File: config.mk
export PLATFORM = sky130hd
export DESIGN_NAME = brc_top
export DESIGN_NICKNAME = d
export VERILOG_FILES = /design/src/verilog/brc_pkg.sv /design/src/verilog/brc_src_sync.sv /design/src/verilog/brc_top.sv
export SDC_FILE = /design/constraint.sdc
export NUM_CORES = 1
export LEC_CHECK = 0
export ABC_AREA = 1
export ABC_CLOCK_PERIOD_IN_PS = 2690
export BUFFER_PORTS_ARGS = -buffer_cell sky130_fd_sc_hd__buf_2
export CORE_AREA = 10 10 276 278
export DETAILED_ROUTE_END_ITERATION = 6
export DIE_AREA = 0 0 286 288
export PLACE_DENSITY_LB_ADDON = 0.3
export SLEW_MARGIN = 20
export SYNTH_ARGS = -nofsm -noshare
export SYNTH_HDL_FRONTEND = slang
export SYNTH_SLANG_ARGS = --single-unit
File: constraint.sdc
create_clock -name hclk -period 2.69 [get_ports hclk]
set_clock_uncertainty 0.15 [all_clocks]
set_input_delay 0.4035 -clock hclk [delete_from_list [all_inputs] [get_ports hclk]]
set_output_delay 0.4035 -clock hclk [all_outputs]
set_load 0.05 [all_outputs]
File: src/verilog/brc_pkg.sv
// Purpose: Shared constants and types of the backup-domain real-time clock core.
// Assumes: One bus clock (hclk); RTC source clocks arrive as slow pins.
// Notes:   Registers are 16 bits wide, one per aligned 32-bit word.
//
// Overview of operation
// - 20-bit prescaler divides selected RTC clock
// - 32-bit counter, loadable, counts time-base ticks
// - Each tick raises second flag and interrupt
// - Counter equals alarm raises alarm flag
// - Counter wrap to zero raises overflow flag
// - Three selectable RTC clock sources
// - 16-bit registers on the bus clock
// - Bus logic system reset, core backup reset
// - Non-core registers cleared by system reset
// - Time, reload, alarm and source select survive system reset
// - Readable copies refresh on each RTC edge
// - Software clears sync flag, waits for set
// - Bus side unaffected by processor sleep
// - Load/counter/alarm writes need configuration mode
// - Writes accepted only while write-done reads 1
// - Commit on leaving configuration, three RTC cycles
// - Second flag before each counter increment; core raises it on the same hclk edge
// - Overflow flag before counter becomes zero; core raises it on the same hclk edge
// - Alarm flag before counter reaches alarm+1; core raises it on the same hclk edge
// - Writes blocked until backup unlock is set
// - Time base is RTC clock over reload+1
// - Write-done reads 0 while commit runs
// - Counter write also reloads prescaler divider
package brc_pkg;

   // ****************************************************************
   // Register map (byte addresses, address bits 7 to 2 decoded).
   // ****************************************************************
   localparam logic [7:0] BRC_CRH_OFF   = 8'h00;  // Interrupt enables.
   localparam logic [7:0] BRC_CRL_OFF   = 8'h04;  // Flags and status.
   localparam logic [7:0] BRC_PRLH_OFF  = 8'h08;  // Reload high, write only.
   localparam logic [7:0] BRC_PRLL_OFF  = 8'h0C;  // Reload low, write only.
   localparam logic [7:0] BRC_DIVH_OFF  = 8'h10;  // Divider high, read only.
   localparam logic [7:0] BRC_DIVL_OFF  = 8'h14;  // Divider low, read only.
   localparam logic [7:0] BRC_CNTH_OFF  = 8'h18;  // Counter high.
   localparam logic [7:0] BRC_CNTL_OFF  = 8'h1C;  // Counter low.
   localparam logic [7:0] BRC_ALRH_OFF  = 8'h20;  // Alarm high.
   localparam logic [7:0] BRC_ALRL_OFF  = 8'h24;  // Alarm low.
   localparam logic [7:0] BRC_SRC_OFF   = 8'h28;  // Clock source select.

   // ****************************************************************
   // Field positions of the flag register.
   // ****************************************************************
   localparam int BRC_SECOND_TICK_FLAG_BIT  = 0;  // Second flag.
   localparam int BRC_ALARM_HIT_FLAG_BIT  = 1;  // Alarm flag.
   localparam int BRC_OWF_BIT   = 2;  // Overflow flag.
   localparam int BRC_RSF_BIT   = 3;  // Registers synced flag.
   localparam int BRC_CNF_BIT   = 4;  // Configuration mode bit.
   localparam int BRC_WRITE_DONE_STATUS_BIT = 5;  // Write done status.

   // ****************************************************************
   // Reset values and timing.
   // ****************************************************************
   localparam logic [19:0] BRC_PRL_RST   = 20'h08000;  // Reload after backup reset.
   localparam logic [19:0] BRC_DIV_RST   = 20'h08000;  // Divider after backup reset.
   localparam logic [1:0]  BRC_COMMIT_LAST = 2'h2;     // Third RTC edge ends a commit.

   // Clock source codes.
   localparam logic [1:0] BRC_SRC_LOCAL = 2'h0;  // Core logic local clock.
   localparam logic [1:0] BRC_SRC_EXT   = 2'h1;  // External low-speed oscillator.
   localparam logic [1:0] BRC_SRC_INT   = 2'h2;  // Internal low-speed oscillator.

   // Pending-write mask positions.
   localparam int BRC_P_PRLH = 0;
   localparam int BRC_P_PRLL = 1;
   localparam int BRC_P_ALRH = 2;
   localparam int BRC_P_ALRL = 3;
   localparam int BRC_P_CNTH = 4;
   localparam int BRC_P_CNTL = 5;

   // ****************************************************************
   // Types.
   // ****************************************************************
   typedef enum logic [1:0] {
      BRC_AH_IDLE   = 2'b00,  // No data phase in progress.
      BRC_AH_WRITE  = 2'b01,  // Write data phase.
      BRC_AH_RDWAIT = 2'b10   // Read wait state, data being fetched.
   } brc_ahb_t;

   typedef enum logic {
      BRC_CM_IDLE = 1'b0,     // No commit, write done reads 1.
      BRC_CM_RUN  = 1'b1      // Commit running.
   } brc_commit_t;

   // Backup-domain core state.
   typedef struct packed {
      logic [1:0]  src_sel;
      logic [19:0] prl;
      logic [31:0] alr;
      logic [31:0] cnt;
      logic [19:0] div;
   } brc_core_t;

   // Bus-side state, cleared by system reset.
   typedef struct packed {
      brc_ahb_t    ah;
      logic [7:0]  addr;
      logic        hreadyout;
      logic [31:0] hrdata;
      logic [2:0]  ie;
      logic        config_mode_bit;
      logic        regs_synced_flag;
      logic        wrap_flag;
      logic        alarm_hit_flag;
      logic        second_tick_flag;
      logic [19:0] sh_prl;
      logic [31:0] sh_alr;
      logic [31:0] sh_cnt;
      logic [5:0]  pend;
      brc_commit_t cm;
      logic [1:0]  edges;
      logic [19:0] rd_div;
      logic [31:0] rd_cnt;
      logic [31:0] rd_alr;
      logic        second_irq;
      logic        alarm_irq;
      logic        wrap_irq;
      logic        alarm_out;
   } brc_bus_t;

   // Source selector state.
   typedef struct packed {
      logic [2:0] s1;
      logic [2:0] s2;
      logic       last;
      logic       rise;
   } brc_sync_t;

endpackage : brc_pkg

File: src/verilog/brc_src_sync.sv
// Purpose: Synchronise the three RTC source clocks and flag rising edges.
// Assumes: Sources are much slower than hclk.
// Notes:   Output rise is a one-cycle pulse in the hclk domain.
`timescale 1ns/10ps

module brc_src_sync
   import brc_pkg::*;
(
   // Clock and reset.
   input  wire logic       hclk,
   input  wire logic       bkp_resetn,
   // Source pins and selection.
   input  wire logic       core_logic_local_clock,
   input  wire logic       external_low_speed_osc,
   input  wire logic       internal_low_speed_osc,
   input  wire logic [1:0] src_sel,
   // Edge pulse.
   output logic            rise
);

   brc_sync_t st_q;  // Registered state.
   brc_sync_t st_d;  // Next state.
   logic      sel_lvl;  // Selected, synchronised source level.

   // ****************************************************************
   // Next state.
   // ****************************************************************
   // Only the second stage is read, so the first stage can settle freely.
   always_comb
   begin
      st_d    = st_q;
      st_d.s1 = {internal_low_speed_osc, external_low_speed_osc, core_logic_local_clock};
      st_d.s2 = st_q.s1;
      case (src_sel)
         BRC_SRC_LOCAL: sel_lvl = st_q.s2[0];
         BRC_SRC_EXT:   sel_lvl = st_q.s2[1];
         BRC_SRC_INT:   sel_lvl = st_q.s2[2];
         default:       sel_lvl = 1'b0;  // No source: the core stands still.
      endcase
      st_d.last = sel_lvl;
      st_d.rise = sel_lvl & ~st_q.last;
   end

   // Registers; reset with the backup domain so the core is never disturbed.
   always_ff @(posedge hclk or negedge bkp_resetn)
   begin
      if (!bkp_resetn)
         st_q <= '0;
      else
         st_q <= st_d;
   end

   assign rise = st_q.rise;

endmodule : brc_src_sync

File: src/verilog/brc_top.sv
// Purpose: Backup-domain RTC core with an AHB-Lite register slave.
// Assumes: Single word transfers; hsize is not checked.
// Notes:   Reads take one wait state, writes none; response always OKAY.
`timescale 1ns/10ps

module brc_top
   import brc_pkg::*;
(
   // Clock and resets.
   input  wire logic        hclk,
   input  wire logic        hresetn,
   input  wire logic        bkp_resetn,
   // AHB-Lite slave.
   input  wire logic        hsel,
   input  wire logic [31:0] haddr,
   input  wire logic [1:0]  htrans,
   input  wire logic        hwrite,
   input  wire logic [2:0]  hsize,
   input  wire logic [31:0] hwdata,
   input  wire logic        hready,
   output logic             hreadyout,
   output logic             hresp,
   output logic [31:0]      hrdata,
   // RTC clock sources and backup unlock.
   input  wire logic        core_logic_local_clock,
   input  wire logic        external_low_speed_osc,
   input  wire logic        internal_low_speed_osc,
   input  wire logic        backup_write_unlock,
   // Event outputs.
   output logic             second_irq,
   output logic             alarm_irq,
   output logic             wrap_irq,
   output logic             alarm_out
);

   // ****************************************************************
   // Declarations.
   // ****************************************************************
   brc_core_t   core_q;     // Backup-domain state.
   brc_core_t   core_d;     // Next backup-domain state.
   brc_bus_t    bus_q;      // Bus-side state.
   brc_bus_t    bus_d;      // Next bus-side state.
   logic        rtc_rise;   // One-cycle pulse per RTC source edge.
   logic        tick;       // Time base tick.
   logic        commit_go;  // Buffered writes land in the core now.
   logic        sec_ev;     // Second event.
   logic        alarm_ev;   // Alarm event.
   logic        wrap_ev;    // Overflow event.
   logic        accept;     // Address phase taken.
   logic        wr_ok;      // Write data phase allowed to act.
   logic        write_done_status;      // Write done status.
   logic [15:0] wd;         // Write data, low half word.
   logic        unused_ok;  // Bits that are intentionally ignored.

   // Replace one 16-bit half of a 32-bit value.
   function automatic logic [31:0] set_half(input logic [31:0] v, input logic hi,
                                            input logic [15:0] d);
      set_half = hi ? {d, v[15:0]} : {v[31:16], d};
   endfunction : set_half

   // ****************************************************************
   // Source selection and edge detection.
   // ****************************************************************
   brc_src_sync u_src (
      .hclk                   (hclk),
      .bkp_resetn             (bkp_resetn),
      .core_logic_local_clock (core_logic_local_clock),
      .external_low_speed_osc (external_low_speed_osc),
      .internal_low_speed_osc (internal_low_speed_osc),
      .src_sel                (core_q.src_sel),
      .rise                   (rtc_rise)
   );

   // ****************************************************************
   // Events and handshake terms.
   // ****************************************************************
   // divider expiry forms the tick
   assign tick      = rtc_rise && (core_q.div == 20'h00000);
   assign sec_ev    = tick;
   assign wrap_ev   = tick && (core_q.cnt == 32'hFFFFFFFF);
   // alarm when counter goes to alarm+1
   assign alarm_ev  = tick && (core_q.cnt == core_q.alr);
   // commit ends on the third RTC edge
   assign commit_go = (bus_q.cm == BRC_CM_RUN) && rtc_rise && (bus_q.edges == BRC_COMMIT_LAST);
   // write done is low while a commit runs
   assign write_done_status     = (bus_q.cm == BRC_CM_IDLE);
   // the slave never looks at processor sleep state
   assign accept    = hsel && hready && htrans[1];
   assign wr_ok     = (bus_q.ah == BRC_AH_WRITE) && write_done_status && backup_write_unlock;
   assign wd        = hwdata[15:0];
   assign unused_ok = ^{haddr[31:8], hsize, hwdata[31:16]};

   // ****************************************************************
   // Backup-domain core.
   // ****************************************************************
   // Counter, divider, reload and alarm advance only on RTC edges.
   always_comb
   begin
      core_d = core_q;
      if (tick)
      begin
         core_d.div = core_q.prl;
         core_d.cnt = core_q.cnt + 32'h00000001;
      end
      else if (rtc_rise)
      begin
         core_d.div = core_q.div - 20'h00001;
      end
      if (commit_go)
      begin
         if (bus_q.pend[BRC_P_PRLH])
            core_d.prl[19:16] = bus_q.sh_prl[19:16];
         if (bus_q.pend[BRC_P_PRLL])
            core_d.prl[15:0] = bus_q.sh_prl[15:0];
         if (bus_q.pend[BRC_P_ALRH])
            core_d.alr[31:16] = bus_q.sh_alr[31:16];
         if (bus_q.pend[BRC_P_ALRL])
            core_d.alr[15:0] = bus_q.sh_alr[15:0];
         if (bus_q.pend[BRC_P_CNTH])
            core_d.cnt[31:16] = bus_q.sh_cnt[31:16];
         if (bus_q.pend[BRC_P_CNTL])
            core_d.cnt[15:0] = bus_q.sh_cnt[15:0];
         // any buffered write (reload, alarm or counter) restarts the divider
         if (bus_q.pend != 6'h00)
            core_d.div = core_d.prl;
      end
      // Source select lives with the core so a system reset keeps it.
      if (wr_ok && (bus_q.addr == BRC_SRC_OFF))
         core_d.src_sel = wd[1:0];
   end

   // core cleared only by backup reset
   always_ff @(posedge hclk or negedge bkp_resetn)
   begin
      if (!bkp_resetn)
      begin
         core_q         <= '0;
         core_q.prl     <= BRC_PRL_RST;
         core_q.div     <= BRC_DIV_RST;
      end
      else
      begin
         core_q <= core_d;
      end
   end

   // ****************************************************************
   // Bus-side registers and AHB-Lite slave.
   // ****************************************************************
   // Write side effects first, events after, so a set beats a clear.
   always_comb
   begin
      bus_d           = bus_q;
      bus_d.hreadyout = 1'b1;
      if (wr_ok)
      begin
         case (bus_q.addr)
            BRC_CRH_OFF:
               bus_d.ie = wd[2:0];
            BRC_CRL_OFF:
            begin
               // Flags clear on a written zero; a one leaves them alone.
               bus_d.second_tick_flag = bus_q.second_tick_flag & wd[BRC_SECOND_TICK_FLAG_BIT];
               bus_d.alarm_hit_flag = bus_q.alarm_hit_flag & wd[BRC_ALARM_HIT_FLAG_BIT];
               bus_d.wrap_flag  = bus_q.wrap_flag  & wd[BRC_OWF_BIT];
               bus_d.regs_synced_flag  = bus_q.regs_synced_flag  & wd[BRC_RSF_BIT];
               bus_d.config_mode_bit  = wd[BRC_CNF_BIT];
               if (bus_q.config_mode_bit && !wd[BRC_CNF_BIT] && (bus_q.pend != 6'h00))
               begin
                  bus_d.cm    = BRC_CM_RUN;
                  bus_d.edges = 2'h0;
               end
            end
            default:
            begin
               // buffered loads only in configuration mode
               if (bus_q.config_mode_bit)
               begin
                  case (bus_q.addr)
                     BRC_PRLH_OFF:
                     begin
                        bus_d.sh_prl[19:16]    = wd[3:0];
                        bus_d.pend[BRC_P_PRLH] = 1'b1;
                     end
                     BRC_PRLL_OFF:
                     begin
                        bus_d.sh_prl[15:0]     = wd;
                        bus_d.pend[BRC_P_PRLL] = 1'b1;
                     end
                     BRC_ALRH_OFF:
                     begin
                        bus_d.sh_alr           = set_half(bus_q.sh_alr, 1'b1, wd);
                        bus_d.pend[BRC_P_ALRH] = 1'b1;
                     end
                     BRC_ALRL_OFF:
                     begin
                        bus_d.sh_alr           = set_half(bus_q.sh_alr, 1'b0, wd);
                        bus_d.pend[BRC_P_ALRL] = 1'b1;
                     end
                     BRC_CNTH_OFF:
                     begin
                        bus_d.sh_cnt           = set_half(bus_q.sh_cnt, 1'b1, wd);
                        bus_d.pend[BRC_P_CNTH] = 1'b1;
                     end
                     BRC_CNTL_OFF:
                     begin
                        bus_d.sh_cnt           = set_half(bus_q.sh_cnt, 1'b0, wd);
                        bus_d.pend[BRC_P_CNTL] = 1'b1;
                     end
                     default:
                        bus_d.pend = bus_q.pend;  // Unmapped or read-only: ignored.
                  endcase
               end
            end
         endcase
      end

      // Commit progress counts RTC edges.
      if ((bus_q.cm == BRC_CM_RUN) && rtc_rise)
      begin
         if (commit_go)
         begin
            bus_d.cm   = BRC_CM_IDLE;
            bus_d.pend = 6'h00;
         end
         else
         begin
            bus_d.edges = bus_q.edges + 2'h1;
         end
      end

      // readable copies refresh on each RTC edge
      if (rtc_rise)
      begin
         bus_d.rd_div    = core_d.div;
         bus_d.rd_cnt    = core_d.cnt;
         bus_d.rd_alr    = core_d.alr;
         bus_d.regs_synced_flag       = 1'b1;
         // The alarm pin lasts one RTC cycle.
         bus_d.alarm_out = alarm_ev;
      end
      if (sec_ev)
         bus_d.second_tick_flag = 1'b1;
      if (alarm_ev)
         bus_d.alarm_hit_flag = 1'b1;
      if (wrap_ev)
         bus_d.wrap_flag = 1'b1;

      bus_d.second_irq = bus_d.second_tick_flag & bus_d.ie[0];
      bus_d.alarm_irq  = bus_d.alarm_hit_flag & bus_d.ie[1];
      bus_d.wrap_irq   = bus_d.wrap_flag  & bus_d.ie[2];

      // Bus phase tracking; reads fetch in a wait state so a write just
      // before them is already visible.
      case (bus_q.ah)
         BRC_AH_RDWAIT:
         begin
            bus_d.ah = BRC_AH_IDLE;
            case (bus_q.addr)
               BRC_CRH_OFF:  bus_d.hrdata = {29'h0, bus_q.ie};
               BRC_CRL_OFF:  bus_d.hrdata = {26'h0, write_done_status, bus_q.config_mode_bit, bus_q.regs_synced_flag,
                                             bus_q.wrap_flag, bus_q.alarm_hit_flag, bus_q.second_tick_flag};
               BRC_DIVH_OFF: bus_d.hrdata = {28'h0, bus_q.rd_div[19:16]};
               BRC_DIVL_OFF: bus_d.hrdata = {16'h0, bus_q.rd_div[15:0]};
               BRC_CNTH_OFF: bus_d.hrdata = {16'h0, bus_q.rd_cnt[31:16]};
               BRC_CNTL_OFF: bus_d.hrdata = {16'h0, bus_q.rd_cnt[15:0]};
               BRC_ALRH_OFF: bus_d.hrdata = {16'h0, bus_q.rd_alr[31:16]};
               BRC_ALRL_OFF: bus_d.hrdata = {16'h0, bus_q.rd_alr[15:0]};
               BRC_SRC_OFF:  bus_d.hrdata = {30'h0, core_q.src_sel};
               default:      bus_d.hrdata = 32'h00000000;
            endcase
         end
         default:
         begin
            if (accept)
            begin
               bus_d.addr      = {haddr[7:2], 2'b00};
               bus_d.ah        = hwrite ? BRC_AH_WRITE : BRC_AH_RDWAIT;
               bus_d.hreadyout = hwrite;
            end
            else
            begin
               bus_d.ah = BRC_AH_IDLE;
            end
         end
      endcase
   end

   // bus registers cleared by system reset
   always_ff @(posedge hclk or negedge hresetn)
   begin
      if (!hresetn)
      begin
         bus_q           <= '0;
         bus_q.hreadyout <= 1'b1;
      end
      else
      begin
         bus_q <= bus_d;
      end
   end

   // ****************************************************************
   // Outputs, straight from flip-flops; hresp is tied to OKAY.
   // ****************************************************************
   assign hreadyout  = bus_q.hreadyout;
   assign hresp      = 1'b0;
   assign hrdata     = bus_q.hrdata;
   assign second_irq = bus_q.second_irq;
   assign alarm_irq  = bus_q.alarm_irq;
   assign wrap_irq   = bus_q.wrap_irq;
   assign alarm_out  = bus_q.alarm_out;
endmodule : brc_top

==> results.md <==
- Highest-delay cell along the critical path: dfrtp_1
- I/O Pins: 117
- Synth Area in XOR/XNOR: 0.0208
- Pwr/cell area: 858 nW/um^2
- Fraction of layout cells with a size suffix above 1: 0.113
- R2R cell count: 8
- Initial core utilization: 0.226
- CP Class: reg -> reg
- RePlAce Congestion: 0.919
- Via count: 13473
- Area after DPL: 17400 sq um
- GRT Total Usage: 0.127
- Synthesized flop and latch total: 328
- Area Growth Syn to Fin: 17.9%
- Reg2reg start: core_q[20]
- RSZ-0062 raised after global routing: no
- Post-synth top area share: 0.507
- Max Fclk: 417 MHz
- Fill count: 7766
- Cell taking the most area after synthesis: dfrtp_1
- Combinational share of power: 0.234
- Post-Synth Adder-Cell Area: 0.00234
- Worst rel slew slack: 0.423
- Die area: 82400 sq um
- Top sig layer: met4
- NetSw: 5660 uW
- Postcts setup bufs: 0
- Worst vdd ir: 0.373 mV
- Hold/Removal Path Class: in -> reg
- Synth Cell Area: 16000 sq um
- Sequential share of the synthesized area: 0.512
- Gr ovfl total: 0
- Max Slew Vio Count: 0
- CP max FO: 6
- Buffers added on ports: 53
- Width of the die: 286 um
- Largest net degree at the start of global routing: 70
- CTS buffer count: 39
- Register-to-register setup slack: 290 ps
- Met3 wire len: 2580 um
- Clock sinks: 328
- Delay-heaviest family, CP: simple AND/OR/NAND/NOR gates
- Routed wl met2: 25600 um
- Internal power: 10600 uW
- Hold Vio Cnt, Final: 0
- DR vias/cell: 4.41
- Hold depth: 3
- Die H: 288 um
- Design area: 18900 sq um
- Yosys warns: 0
- Main combinational cell family by area after synthesis: simple AND/OR/NAND/NOR gates
- Setup_tns: 0 ps
- Worst-path clk slew: 60 ps
- Worst path most repeated cell: nand3_1
- Hold_sp: hwdata[7]
- Switching share of power: 0.349
- Hold path endpoint: bus_q[152]
- Placed cell count: 2964
- Final net count: 2153
- Routed met1 length: 22800 um
- DRT Wirelength: 52800 um
- Cell count after synthesis: 2006
- DR WL/cell: 17.3 um
- Ant diodes: 0
- Crit share post-route: 0.892
- Non-Filler Instances: 3052
- CTS H-tree lvls: 2
- Antenna violations before repair: 4
- CP endpoint kind: register
- CP Launch Type: register
- Status: completed
- Final min period: 2400 ps
- DR iter-0 viols: 989
- First-pass GRT wire length: 81300 um
- DRC: 0
- Leak: 0.00898 uW
- Simple-gate area share of the yosys netlist: 0.271
- Instance count on the critical path: 8
- Clock power frac: 0.340
- # setup viols final: 0
- CP arrival: 2690 ps
- CP Cell Sequence: ha_1 > nand3_1 > nor2_1 > nand4_1 > o21ai_0 > nand3_1 > nand3b_1 > nand2_1
- CTS tree: done
- Root Driver: clkbuf_16
- Unique masters post-synth: 46
- Worst slew pin tran: 863 ps
- Dpl hpwl: 37800 um
- Placeable Area: 70900 sq um
- Mean Syn Cell Area: 7.99 sq um
- Vias in the first global route: 13625
- Max clock buf depth: 3
- Area contributors post-synth: dfrtp_1 (51%), nand2_1 (16%), o21ai_0 (5.5%)
- # rows: 98
- Sequential power share: 0.427
- WP buf/inv: 0
- Worst path required time: 2980 ps
- Max cap viols: 0
- CP peak stage delay: 460 ps
- Total Power: 16200 uW
- Synth Area in Compound Gates: 0.0888
- Mux cell area share after synthesis: 0.0217
- PostCTS Resize Cnt: 0
- Routed Antenna Nets: 0
- Crit Reg-Reg Endpoint: bus_q[54]
- DRT Pass-1 Iters: 5
- Clk Latency, worst-skew pair: 570 ps
[routing by layer]
layer,track usage,up-vias
li1,-,6488
met1,0.159,6547
met2,0.217,353
met3,0.0224,85
met4,0.0463,0
met5,0,-
[Yosys cell counts, drive strengths merged]
master,number
nand2,680
dfrtp,325
o21ai,189
inv,183
nand3,152
nor2,144
buf,79
a21oi,42
clkbuf,31
nand4,25
xnor2,24
mux2,22
or2,19
xor2,14
a31oi,10
mux2i,10
nor3,10
a21boi,9
nand3b,7
o211ai,6
o21bai,4
o22ai,4
and2,3
dfstp,3
ha,3
o21a,3
a211oi,1
a22oi,1
conb,1
dlygate4sd1,1
nor4,1
[sequential cells by signal, indices dropped and copies added, names as in the netlist]
name,count
second_irq,1
hreadyout,1
hrdata,16
alarm_irq,1
core_q,106
wrap_irq,1
u_src.st_q,4
bus_q,193
alarm_out,1
u_src.rise,1
u_src.st_d,3
[tightest hold or removal path: stages]
cell     delay [ps]
buf_2            70
inv_1            80
o21ai_0         160
[area by class of cell]
cell class	instances	area [sq um]	share of cell area
tap	950	1190	0.0629
clock inverter	21	234	0.0124
inverter	183	687	0.0363
multi-input combinational	1400	6550	0.347
clock buffer	51	1100	0.0583
sequential	328	8220	0.435
timing repair buffer	119	926	0.0490
[worst max path at each step]
stage / from / end
3_5_place_dp: bus_q[88] / bus_q[11]
2_1_floorplan: core_q[0] / bus_q[54]
6_report: core_q[20] / bus_q[54]
3_3_place_gp: bus_q[88] / bus_q[11]
5_1_grt: bus_q[88] / bus_q[55]
4_1_cts: bus_q[88] / bus_q[11]
[power groups by stage]
stage	Sequential (uW)	Clock, uW	Combinational [uW]
after detailed placement	6980	0	3770
after global routing	7060	5840	4310
final	6920	5510	3790
after global placement	6970	0	3750
after CTS	6900	5650	3820
after floorplan	6640	0	2850
[per-stage QoR]
step	util	setup WS, ps	hold WS (ps)
global placement	0.246	339	189
detailed placement	0.246	323	191
floorplan	-	889	-42.1
finish	0.267	291	57.0
global route	0.267	89.5	70.5
CTS	0.267	305	39.7
[cells by family (layout without fill, tap and decap cells)]
logic type | Yosys count | in the layout
other | 1 | 17
multiplexers | 32 | 32
AND/OR/NAND/NOR | 1041 | 1041
buffers and inverters | 294 | 374
adder cells (fa/ha/maj) | 3 | 3
XOR/XNOR | 38 | 38
AO/OA/AOI/OAI | 269 | 269
flip-flops | 328 | 328
[layout by cell type (no fill, tap or decap), types with 10 or more instances in the layout]
| cell | n |
|---|---|
| a21oi_1 | 42 |
| a31oi_1 | 10 |
| buf_2 | 51 |
| buf_4 | 42 |
| clkbuf_16 | 40 |
| clkinv_2 | 10 |
| conb_1 | 17 |
| dfrtp_1 | 324 |
| dlygate4sd3_1 | 16 |
| inv_1 | 177 |
| mux2_2 | 22 |
| mux2i_1 | 10 |
| nand2_1 | 678 |
| nand3_1 | 147 |
| nand4_1 | 24 |
| nor2_1 | 130 |
| nor2_2 | 12 |
| o21ai_0 | 177 |
| o21ai_1 | 12 |
| or2_2 | 12 |
| xnor2_1 | 24 |
| xor2_1 | 14 |
[what timing repair did]
action                     CTS  global route
setup endpoints to repair    0             0
hold buffers                16             0
hold endpoints to repair   112             0
No activity file was read; power rests on OpenSTA's default activity.
